**src/design/led_diag_regs.svh**
```systemverilog
// Register offsets, field positions and reset values of the diagnostic group.
// Assumes byte offsets as seen on the device's serial register port.
`ifndef LED_DIAG_REGS_SVH
`define LED_DIAG_REGS_SVH

`define LED_FAULT_FLAGS_OFS 8'h12
`define STATE_MACHINE_VIEW_OFS 8'h14
`define PWM_IN_DUTY_VIEW_OFS 8'h16
`define PWM_OUT_DUTY_VIEW_OFS 8'h18
`define SINK_CURRENT_CODE_VIEW_OFS 8'h1A
`define BOOST_VOLTAGE_CODE_VIEW_OFS 8'h1C
`define STRAP_DETECT_VIEW_OFS 8'h1E

`define DIAG_RESET_VALUE 16'h0000

`define AGG_STATUS_BIT 10
`define AGG_CLEAR_BIT 9
`define SHORT_FLAG_BIT 7
`define OPEN_FLAG_BIT 6
`define CHAN_FLAGS_MSB 5
`define CHAN_FLAGS_LSB 0

`define STATE_CODE_MSB 4
`define SINK_CODE_MSB 11
`define BOOST_CODE_MSB 10

`define DIM_FREQ_MSB 14
`define DIM_FREQ_LSB 12
`define LAYOUT_MSB 10
`define LAYOUT_LSB 8
`define SW_FREQ_MSB 5
`define SW_FREQ_LSB 3
`define MODE_MSB 2
`define MODE_LSB 0
`define MODE_ADDR_SEL_BIT 2

`define BUS_ADDR_LOW_MODES 7'h2B
`define BUS_ADDR_HIGH_MODES 7'h2A

`endif

```
**src/design/led_diag_pkg.sv**
```systemverilog
// Types shared by the diagnostic register group.
// Assumes all producers of live values run on the core clock.
`default_nettype none
package led_diag_pkg;

    typedef struct packed {
        logic internal_short_flag;
        logic open_string_flag;
        logic [5:0] channel_fault;
    } fault_evt_s;

    typedef struct packed {
        logic [2:0] detected_dim_frequency;
        logic [2:0] detected_string_layout;
        logic [2:0] detected_switching_frequency;
        logic [2:0] dimming_mode;
    } strap_s;

    typedef struct packed {
        logic rd_en;
        logic wr_en;
        logic [7:0] addr;
        logic [15:0] wdata;
    } reg_req_s;

endpackage
`default_nettype wire

```
**src/design/led_driver_diagnostic_regs.sv**
```systemverilog
// Read-only diagnostic register group of a six-channel LED driver.
// Assumes live values come from core-clock logic; the serial port front end
// delivers decoded register requests on the same clock.
// Functional notes
// - Bit 7 internal short, cleared with aggregate
// - Bit 6 open fault, cleared with aggregate
// - Bits 5-0 channel 1..6 fault flags
// - Bits 4-0 show live state code
// - Measured PWM input duty, 16 bits
// - Configured PWM output duty, bits 15-0
// - Sink DAC code bits 11-0, upper zero
// - Boost code bits 10-0, 15-11 zero
// - Strap bit 15 zero; all reset zero
// - Mode field gives mode and bus address
// - Bits 14-12 give detected PWM frequency
`include "led_diag_regs.svh"
`default_nettype none
module led_driver_diagnostic_regs (
    input wire logic core_clk_i,
    input wire logic sys_rst_i,
    input wire led_diag_pkg::reg_req_s req_i,
    output logic [15:0] rdata_o,
    output logic rvalid_o,
    input wire led_diag_pkg::fault_evt_s fault_evt_i,
    input wire logic [4:0] live_state_code_i,
    input wire logic [15:0] pwm_in_duty_i,
    input wire logic [15:0] pwm_out_duty_i,
    input wire logic [11:0] sink_dac_code_i,
    input wire logic [10:0] converter_voltage_code_i,
    input wire logic strap_valid_i,
    input wire led_diag_pkg::strap_s strap_i,
    output logic aggregate_fault_status_o,
    output logic [6:0] detected_bus_addr_o
);
    logic [4:0] state_q;
    logic [15:0] pwm_in_q;
    logic [15:0] pwm_out_q;
    logic [11:0] sink_q;
    logic [10:0] boost_q;
    led_diag_pkg::strap_s strap_q;
    logic aggregate_fault_status_reg;
    logic internal_short_flag_reg;
    logic open_string_flag_reg;
    logic [5:0] channel_fault_reg;
    logic fault_clear;
    logic any_fault;
    logic [15:0] rdata_reg;
    logic [15:0] rdata_next;
    logic rvalid_reg;

    // Live views follow their sources every cycle; writes never reach them
    diag_capture #(.W(5)) u_state (
        .core_clk_i(core_clk_i), .sys_rst_i(sys_rst_i), .load_i(1'b1),
        .d_i(live_state_code_i), .q_o(state_q));
    diag_capture #(.W(16)) u_pwm_in (
        .core_clk_i(core_clk_i), .sys_rst_i(sys_rst_i), .load_i(1'b1),
        .d_i(pwm_in_duty_i), .q_o(pwm_in_q));
    diag_capture #(.W(16)) u_pwm_out (
        .core_clk_i(core_clk_i), .sys_rst_i(sys_rst_i), .load_i(1'b1),
        .d_i(pwm_out_duty_i), .q_o(pwm_out_q));
    diag_capture #(.W(12)) u_sink (
        .core_clk_i(core_clk_i), .sys_rst_i(sys_rst_i), .load_i(1'b1),
        .d_i(sink_dac_code_i), .q_o(sink_q));
    diag_capture #(.W(11)) u_boost (
        .core_clk_i(core_clk_i), .sys_rst_i(sys_rst_i), .load_i(1'b1),
        .d_i(converter_voltage_code_i), .q_o(boost_q));
    // Strap result holds zero until detection reports done
    diag_capture #(.W(12)) u_strap (
        .core_clk_i(core_clk_i), .sys_rst_i(sys_rst_i), .load_i(strap_valid_i),
        .d_i(strap_i), .q_o(strap_q));

    // Clear needs both status and clear bits written as one, as for other faults
    assign fault_clear = req_i.wr_en && (req_i.addr == `LED_FAULT_FLAGS_OFS)
        && req_i.wdata[`AGG_STATUS_BIT] && req_i.wdata[`AGG_CLEAR_BIT];
    assign any_fault = fault_evt_i.internal_short_flag || fault_evt_i.open_string_flag
        || (|fault_evt_i.channel_fault);

    // A fault arriving in the clear cycle wins over the clear
    always_ff @(posedge core_clk_i) begin
        if (sys_rst_i) begin
            aggregate_fault_status_reg <= 1'b0;
        end else if (any_fault) begin
            aggregate_fault_status_reg <= 1'b1;
        end else if (fault_clear) begin
            aggregate_fault_status_reg <= 1'b0;
        end
    end

    always_ff @(posedge core_clk_i) begin
        if (sys_rst_i) begin
            internal_short_flag_reg <= 1'b0;
        end else if (fault_evt_i.internal_short_flag) begin
            internal_short_flag_reg <= 1'b1;
        end else if (fault_clear) begin
            internal_short_flag_reg <= 1'b0;
        end
    end

    always_ff @(posedge core_clk_i) begin
        if (sys_rst_i) begin
            open_string_flag_reg <= 1'b0;
        end else if (fault_evt_i.open_string_flag) begin
            open_string_flag_reg <= 1'b1;
        end else if (fault_clear) begin
            open_string_flag_reg <= 1'b0;
        end
    end

    // Per-channel flags stay sticky so a brief fault is not missed by a slow host
    always_ff @(posedge core_clk_i) begin
        if (sys_rst_i) begin
            channel_fault_reg <= 6'h00;
        end else begin
            channel_fault_reg <= (fault_clear ? 6'h00 : channel_fault_reg)
                | fault_evt_i.channel_fault;
        end
    end

    // Read mux; write data is only ever inspected for the fault clear
    always_comb begin
        rdata_next = `DIAG_RESET_VALUE;
        unique case (req_i.addr)
            `LED_FAULT_FLAGS_OFS: begin
                rdata_next[`AGG_STATUS_BIT] = aggregate_fault_status_reg;
                rdata_next[`SHORT_FLAG_BIT] = internal_short_flag_reg;
                rdata_next[`OPEN_FLAG_BIT] = open_string_flag_reg;
                rdata_next[`CHAN_FLAGS_MSB:`CHAN_FLAGS_LSB] = channel_fault_reg;
            end
            `STATE_MACHINE_VIEW_OFS: rdata_next[`STATE_CODE_MSB:0] = state_q;
            `PWM_IN_DUTY_VIEW_OFS: rdata_next = pwm_in_q;
            `PWM_OUT_DUTY_VIEW_OFS: rdata_next = pwm_out_q;
            `SINK_CURRENT_CODE_VIEW_OFS: rdata_next[`SINK_CODE_MSB:0] = sink_q;
            `BOOST_VOLTAGE_CODE_VIEW_OFS: rdata_next[`BOOST_CODE_MSB:0] = boost_q;
            `STRAP_DETECT_VIEW_OFS: begin
                rdata_next[`DIM_FREQ_MSB:`DIM_FREQ_LSB] =
                    strap_q.detected_dim_frequency;
                rdata_next[`LAYOUT_MSB:`LAYOUT_LSB] = strap_q.detected_string_layout;
                rdata_next[`SW_FREQ_MSB:`SW_FREQ_LSB] =
                    strap_q.detected_switching_frequency;
                rdata_next[`MODE_MSB:`MODE_LSB] = strap_q.dimming_mode;
            end
            default: rdata_next = `DIAG_RESET_VALUE;
        endcase
    end

    always_ff @(posedge core_clk_i) begin
        if (sys_rst_i) begin
            rdata_reg <= `DIAG_RESET_VALUE;
            rvalid_reg <= 1'b0;
        end else begin
            rvalid_reg <= req_i.rd_en;
            if (req_i.rd_en) begin
                rdata_reg <= rdata_next;
            end
        end
    end

    assign rdata_o = rdata_reg;
    assign rvalid_o = rvalid_reg;
    assign aggregate_fault_status_o = aggregate_fault_status_reg;
    assign detected_bus_addr_o = strap_q.dimming_mode[`MODE_ADDR_SEL_BIT]
        ? `BUS_ADDR_HIGH_MODES : `BUS_ADDR_LOW_MODES;
endmodule
`default_nettype wire

```
**src/design/diag_capture.sv**
```systemverilog
// Loadable capture register that reads zero from reset until first load.
// Assumes d_i comes from logic on the same clock.
`default_nettype none
module diag_capture #(
    parameter int W = 16
) (
    input wire logic core_clk_i,
    input wire logic sys_rst_i,
    input wire logic load_i,
    input wire logic [W-1:0] d_i,
    output logic [W-1:0] q_o
);
    logic [W-1:0] q_reg;

    always_ff @(posedge core_clk_i) begin
        if (sys_rst_i) begin
            q_reg <= '0;
        end else if (load_i) begin
            q_reg <= d_i;
        end
    end

    assign q_o = q_reg;
endmodule
`default_nettype wire

```
**config.mk**
```make
export PLATFORM = sky130hd
export DESIGN_NAME = led_driver_diagnostic_regs
export DESIGN_NICKNAME = d
export VERILOG_FILES = /design/src/design/led_diag_pkg.sv /design/src/design/led_driver_diagnostic_regs.sv /design/src/design/diag_capture.sv
export VERILOG_INCLUDE_DIRS = /design/src /design/src/design
export SDC_FILE = /design/constraint.sdc
export NUM_CORES = 1
export LEC_CHECK = 0
export BUFFER_PORTS_ARGS = -buffer_cell sky130_fd_sc_hd__buf_4
export CAP_MARGIN = 20
export CORE_MARGIN = 2
export CORE_UTILIZATION = 48
export CTS_CLUSTER_SIZE = 10
export DETAILED_ROUTE_END_ITERATION = 6
export GPL_ROUTABILITY_DRIVEN = 0
export PLACE_DENSITY = 0.73
export SYNTH_ARGS = -nofsm -noshare
export SYNTH_HDL_FRONTEND = slang
export SYNTH_HIERARCHICAL = 1
export SYNTH_SLANG_ARGS = --single-unit
export TNS_END_PERCENT = 30
```
**constraint.sdc**
```tcl
create_clock -name core_clk_i -period 1.85 [get_ports core_clk_i]
set_clock_uncertainty 0.05 [all_clocks]
set_input_delay 0.185 -clock core_clk_i [delete_from_list [all_inputs] [get_ports core_clk_i]]
set_output_delay 0.185 -clock core_clk_i [all_outputs]
set_load 0.01 [all_outputs]
```
# Word level (Yosys, flattened, before mapping)
# Index checks and enable logic that the tools add are counted.
[totals] reg_bits=98
[classes] eq_ne=7 mux=14 n_bitwise=1 reduce_logical=9
[ops] operator="$eq 8x5->1 const B" n=7
[ops] operator="$pmux 5 s7" n=1
[ops] operator="$pmux 2 s5" n=2
[ops] operator="$pmux 1 s6" n=2
[ops] operator="$pmux 3 s3" n=1
[ops] operator="$mux 6" n=1
[ops] operator="$or 6x6->6" n=1
[ops] operator="$reduce_bool 2->1" n=3
[ops] operator="$reduce_or 6->1" n=1
[ops] operator="$mux 1" n=5
[ops] operator="$logic_and 1x1->1" n=3
[ops] operator="$pmux 1 s3" n=1
[ops] operator="$logic_or 1x1->1" n=2
[ops] operator="$pmux 1 s2" n=1

# Logic depth before layout (Yosys ltp)
[logic_depth] depth_word=6 depth_mapped=7

# Cells and area by module
# Netlist, hierarchy kept.
[by_module_without_submodules] mod="led_driver_diagnostic_regs" n_inst=1 cells_per_inst=183 area_each_um2=1595.3 seq_area_each_um2=520.5
[by_module_without_submodules] mod="diag_capture (u_pwm_in ...)" n_inst=2 cells_per_inst=52 area_each_um2=580.6 seq_area_each_um2=320.3
[by_module_without_submodules] mod="diag_capture (u_sink ...)" n_inst=2 cells_per_inst=38 area_each_um2=420.4 seq_area_each_um2=240.2
[by_module_without_submodules] mod="diag_capture (u_boost)" n_inst=1 cells_per_inst=35 area_each_um2=386.6 seq_area_each_um2=220.2
[by_module_without_submodules] mod="diag_capture (u_state)" n_inst=1 cells_per_inst=16 area_each_um2=180.2 seq_area_each_um2=100.1

# Least setup slack after synthesis
# No wires, ideal clock.
[synth_path] kind="in2reg" start="input port req_i[19] (netlist bit)" end="register rdata_reg[4], in the netlist rdata_o[4]" arrival_ns=1.189 t_required_ns=1.685 slack_ns=0.496 cell_stages=6 path_buffers=2 cell_sequence="buf_6 > buf_6 > mux2_4 > a222oi_1 > nand2_1 > a31o_1"
[synth_via] elab_chain_cells=2
[synth_rtl] element="start: declaration" line_no="led_driver_diagnostic_regs.sv:21" rtl="input wire led_diag_pkg::reg_req_s req_i,"
[synth_rtl] element="$eq 8x5->1" line_no="led_driver_diagnostic_regs.sv:122" rtl="unique case (req_i.addr)"
[synth_rtl] element="$pmux 5 s7 (*)" line_no="led_driver_diagnostic_regs.sv:122"
[synth_rtl] element="end signal: assignment" line_no="led_driver_diagnostic_regs.sv:148" rtl="rdata_reg <= `DIAG_RESET_VALUE;"
[synth_rtl] element="end signal: assignment" line_no="led_driver_diagnostic_regs.sv:153" rtl="rdata_reg <= rdata_next;"
[synth_rtl] element="end: declaration" line_no="led_driver_diagnostic_regs.sv:47" rtl="logic [15:0] rdata_reg;"
# Mark *: on every way between the ends. The rest lies on a longest branch, timed or not.
# A chain may end at the register's enable or synchronous reset.

# Final worst setup path
[layout_path] start="input port req_i[19] (netlist bit)" end="register rdata_reg[0], in the netlist rdata_o[0]"
# The elaborated chain is that of the path after synthesis.

==> results.md <==
* Switching share of power at 25.3%
* Yosys cell types at between 40 and 50
* DR pass1 iterations at 4
* Required time of the critical path at ~2.1 ns
* Skew-Pair Late Insertion Delay at 0.35 ns
* Cts repair resizes at 0
* Static leakage at approximately 2.4 nW
* Minimum clock period at roughly 1.4 ns
* Diodes inserted at 0
* Setup crit end kind: register
* Fin. max-slew vios at 0
* Maximum clock frequency at 733 MHz
* RSZ-0062 raised after global routing: false
* Syn_area_per_cell at between 10 and 15 sq um
* Wire length per cell at 15.7 microns
* Initial core utilization at between 50% and 60%
* Post-DRT Antenna Nets at 0
* CTS root buf: clkbuf_8
* Via count at between 3000 and 4000
* Clock Path Buffers at 2
* Largest net degree at the start of global routing at around 50
* Switch Pwr at 1.03 mW
* Rows at 33
* Die span in y at ~97 microns
* Worst-Margin Slew at about 0.66 ns
* VDD IR-drop max at 0.418 mV
* Commonest non-fill, non-tap cell in the layout: buf_4
* CP max FO at 24
* Clk pwr share at a little under a third
* Initial antenna violation count at 0
* Core area at 8300 sq um
* Yosys top cell by area: dfxtp_1
* Mapped Area at ~4200 sq um
* CTS HTree Levels at 3
* Worst hold-check path type: input port to register
* Syn. warnings at 6
* Primary FF master, synth: dfxtp_1
* CTS Sinks at 98
* EDFF count, synth at 0
* Final setup violation count at 0
* Detailed Place HPWL at between 7000 and 8000 microns
* PwrDens at 786 nW/um^2
* Setup tns final at 0 ns
* R2R Setup Slk at about 0.5 ns
* Initial drt markers at approximately 160
* Seq/Total Area, Yosys at around 47%
* Rel. slew slack at 55.8%
* Die width at roughly 97 microns
* Synth area leaders: dfxtp_1, mux2i_1, nor2_1
* Final period utilization at about three quarters
* Final-report hold violation count at 0
* Share of synthesized registers carrying an async set or reset at 0%
* Final net count at around 630
* GR Overflow Total at 0
* Die ar. at around 9400 sq um
* Vias per cell at approximately 5.2
* Seq pwr share at between 50% and 60%
* Synth Instances at 414
* Clk slew on worst S/H paths at about 0.09 ns
* Max cap viols at 0
* Internal power at about 3.0 mW
* Share of cells above drive strength 1 at roughly 28%
* Post-synth top area share at between 40% and 50%
* Io pins at about 130
* Worst Setup Path Type: input port to register
* Port buffer count at between 100 and 150
* First-pass GRT wire length at about 16000 microns
* Arrival @ worst endpoint at around 1.6 ns
* Most frequent cells in the layout: buf_4, dfxtp_1, nor2_1, mux2i_1, nand2_1
* Final wirelength at approximately 10000 microns
* Gate power share at 13.7%
* Area Overhead vs Synth at 24.7%
* CTS tree: yes
* Startpoint Class: input port
* DRC errors left at 0
* Gr usage total at about a fifth
* Status: completed
* Num CTS Buffers at 9
* Synthesized flop and latch total at 98
* Vias in the first global route at around 3200
* Total power at a little over 4 mW
kinds of logic after synthesis:
family	share of synthesized area, %
and+or+nand+nor	13.7
AOI/OAI and AO/OA	8.50
DFF	47.1
other	0.180
muxes	24.1
buffers and inverters	6.40
area by class of cell:
cell class	count	area (sq um)
clock buffers	12	145
clock inverters	4	27.5
fillers	728	3110
inverters	1	3.75
multi-input cells	291	1980
flip-flops and latches	98	1960
well taps	105	131
repair buffers	124	941
critical path, cell delays in order:
cell and delay, ns:
buf_4 0.28, nor2b_1 0.60, a222oi_1 0.23, a21oi_1 0.18, a22o_1 0.14
path summary, 6_finish.rpt:
| path | cells past startpoint | to | from |
|---|---|---|---|
| min | 3 | channel_fault_reg[0] | fault_evt_i[0] |
| min reg2reg | 2 | rdata_o[8] | rdata_o[8] |
| max | 5 | rdata_o[0] | req_i[19] |
| max reg2reg | 4 | rdata_o[0] | u_state/q_o[0] |
stage by stage:
step	instance area [sq um]	hold slack, ns	util [%]	setup WS [ns]	instances
global route	5190	0.00796	62.6	0.384	635
global placement	4980	0.354	60.0	0.167	615
floorplan	4210	0.207	-	0.496	426
CTS	5190	0.00152	62.6	0.470	635
detailed placement	4980	0.363	60.0	0.136	615
finish	5190	0.00152	62.6	0.486	635
synth_stat cells, types with 4 or more instances:
cell type / number
nand2_1: 16
a22o_1: 6
mux2_2: 8
buf_6: 8
nor2_1: 86
clkbuf_1: 8
buf_2: 10
buf_4: 6
mux2i_1: 83
o21ai_0: 15
a21oi_1: 15
dfxtp_1: 98
a22oi_1: 4
nand3_1: 4
layer usage:
layer,up-vias,wire length [microns],global-route usage (%)
met2,111,4840,34.6
li1,1645,-,-
met3,14,659,4.96
met1,1538,4310,27.2
met5,-,0,0
met4,0,143,7.15
timing repair:
item | 4_1_cts | 5_1_grt
endpoints found under the hold margin | 4 | 0
hold buffers | 4 | 0
setup endpoints to repair | 0 | 0
setup buffers | 0 | 0
power groups by stage:
stage	sequential, mW	combinational [mW]	clock [mW]
2_1_floorplan	2.30	0.358	0
3_3_place_gp	2.32	0.537	0
3_5_place_dp	2.33	0.545	0
4_1_cts	2.28	0.555	1.27
5_1_grt	2.29	0.613	1.36
6_report	2.28	0.558	1.24
Note: power is estimated with default switching activity, not from simulation.
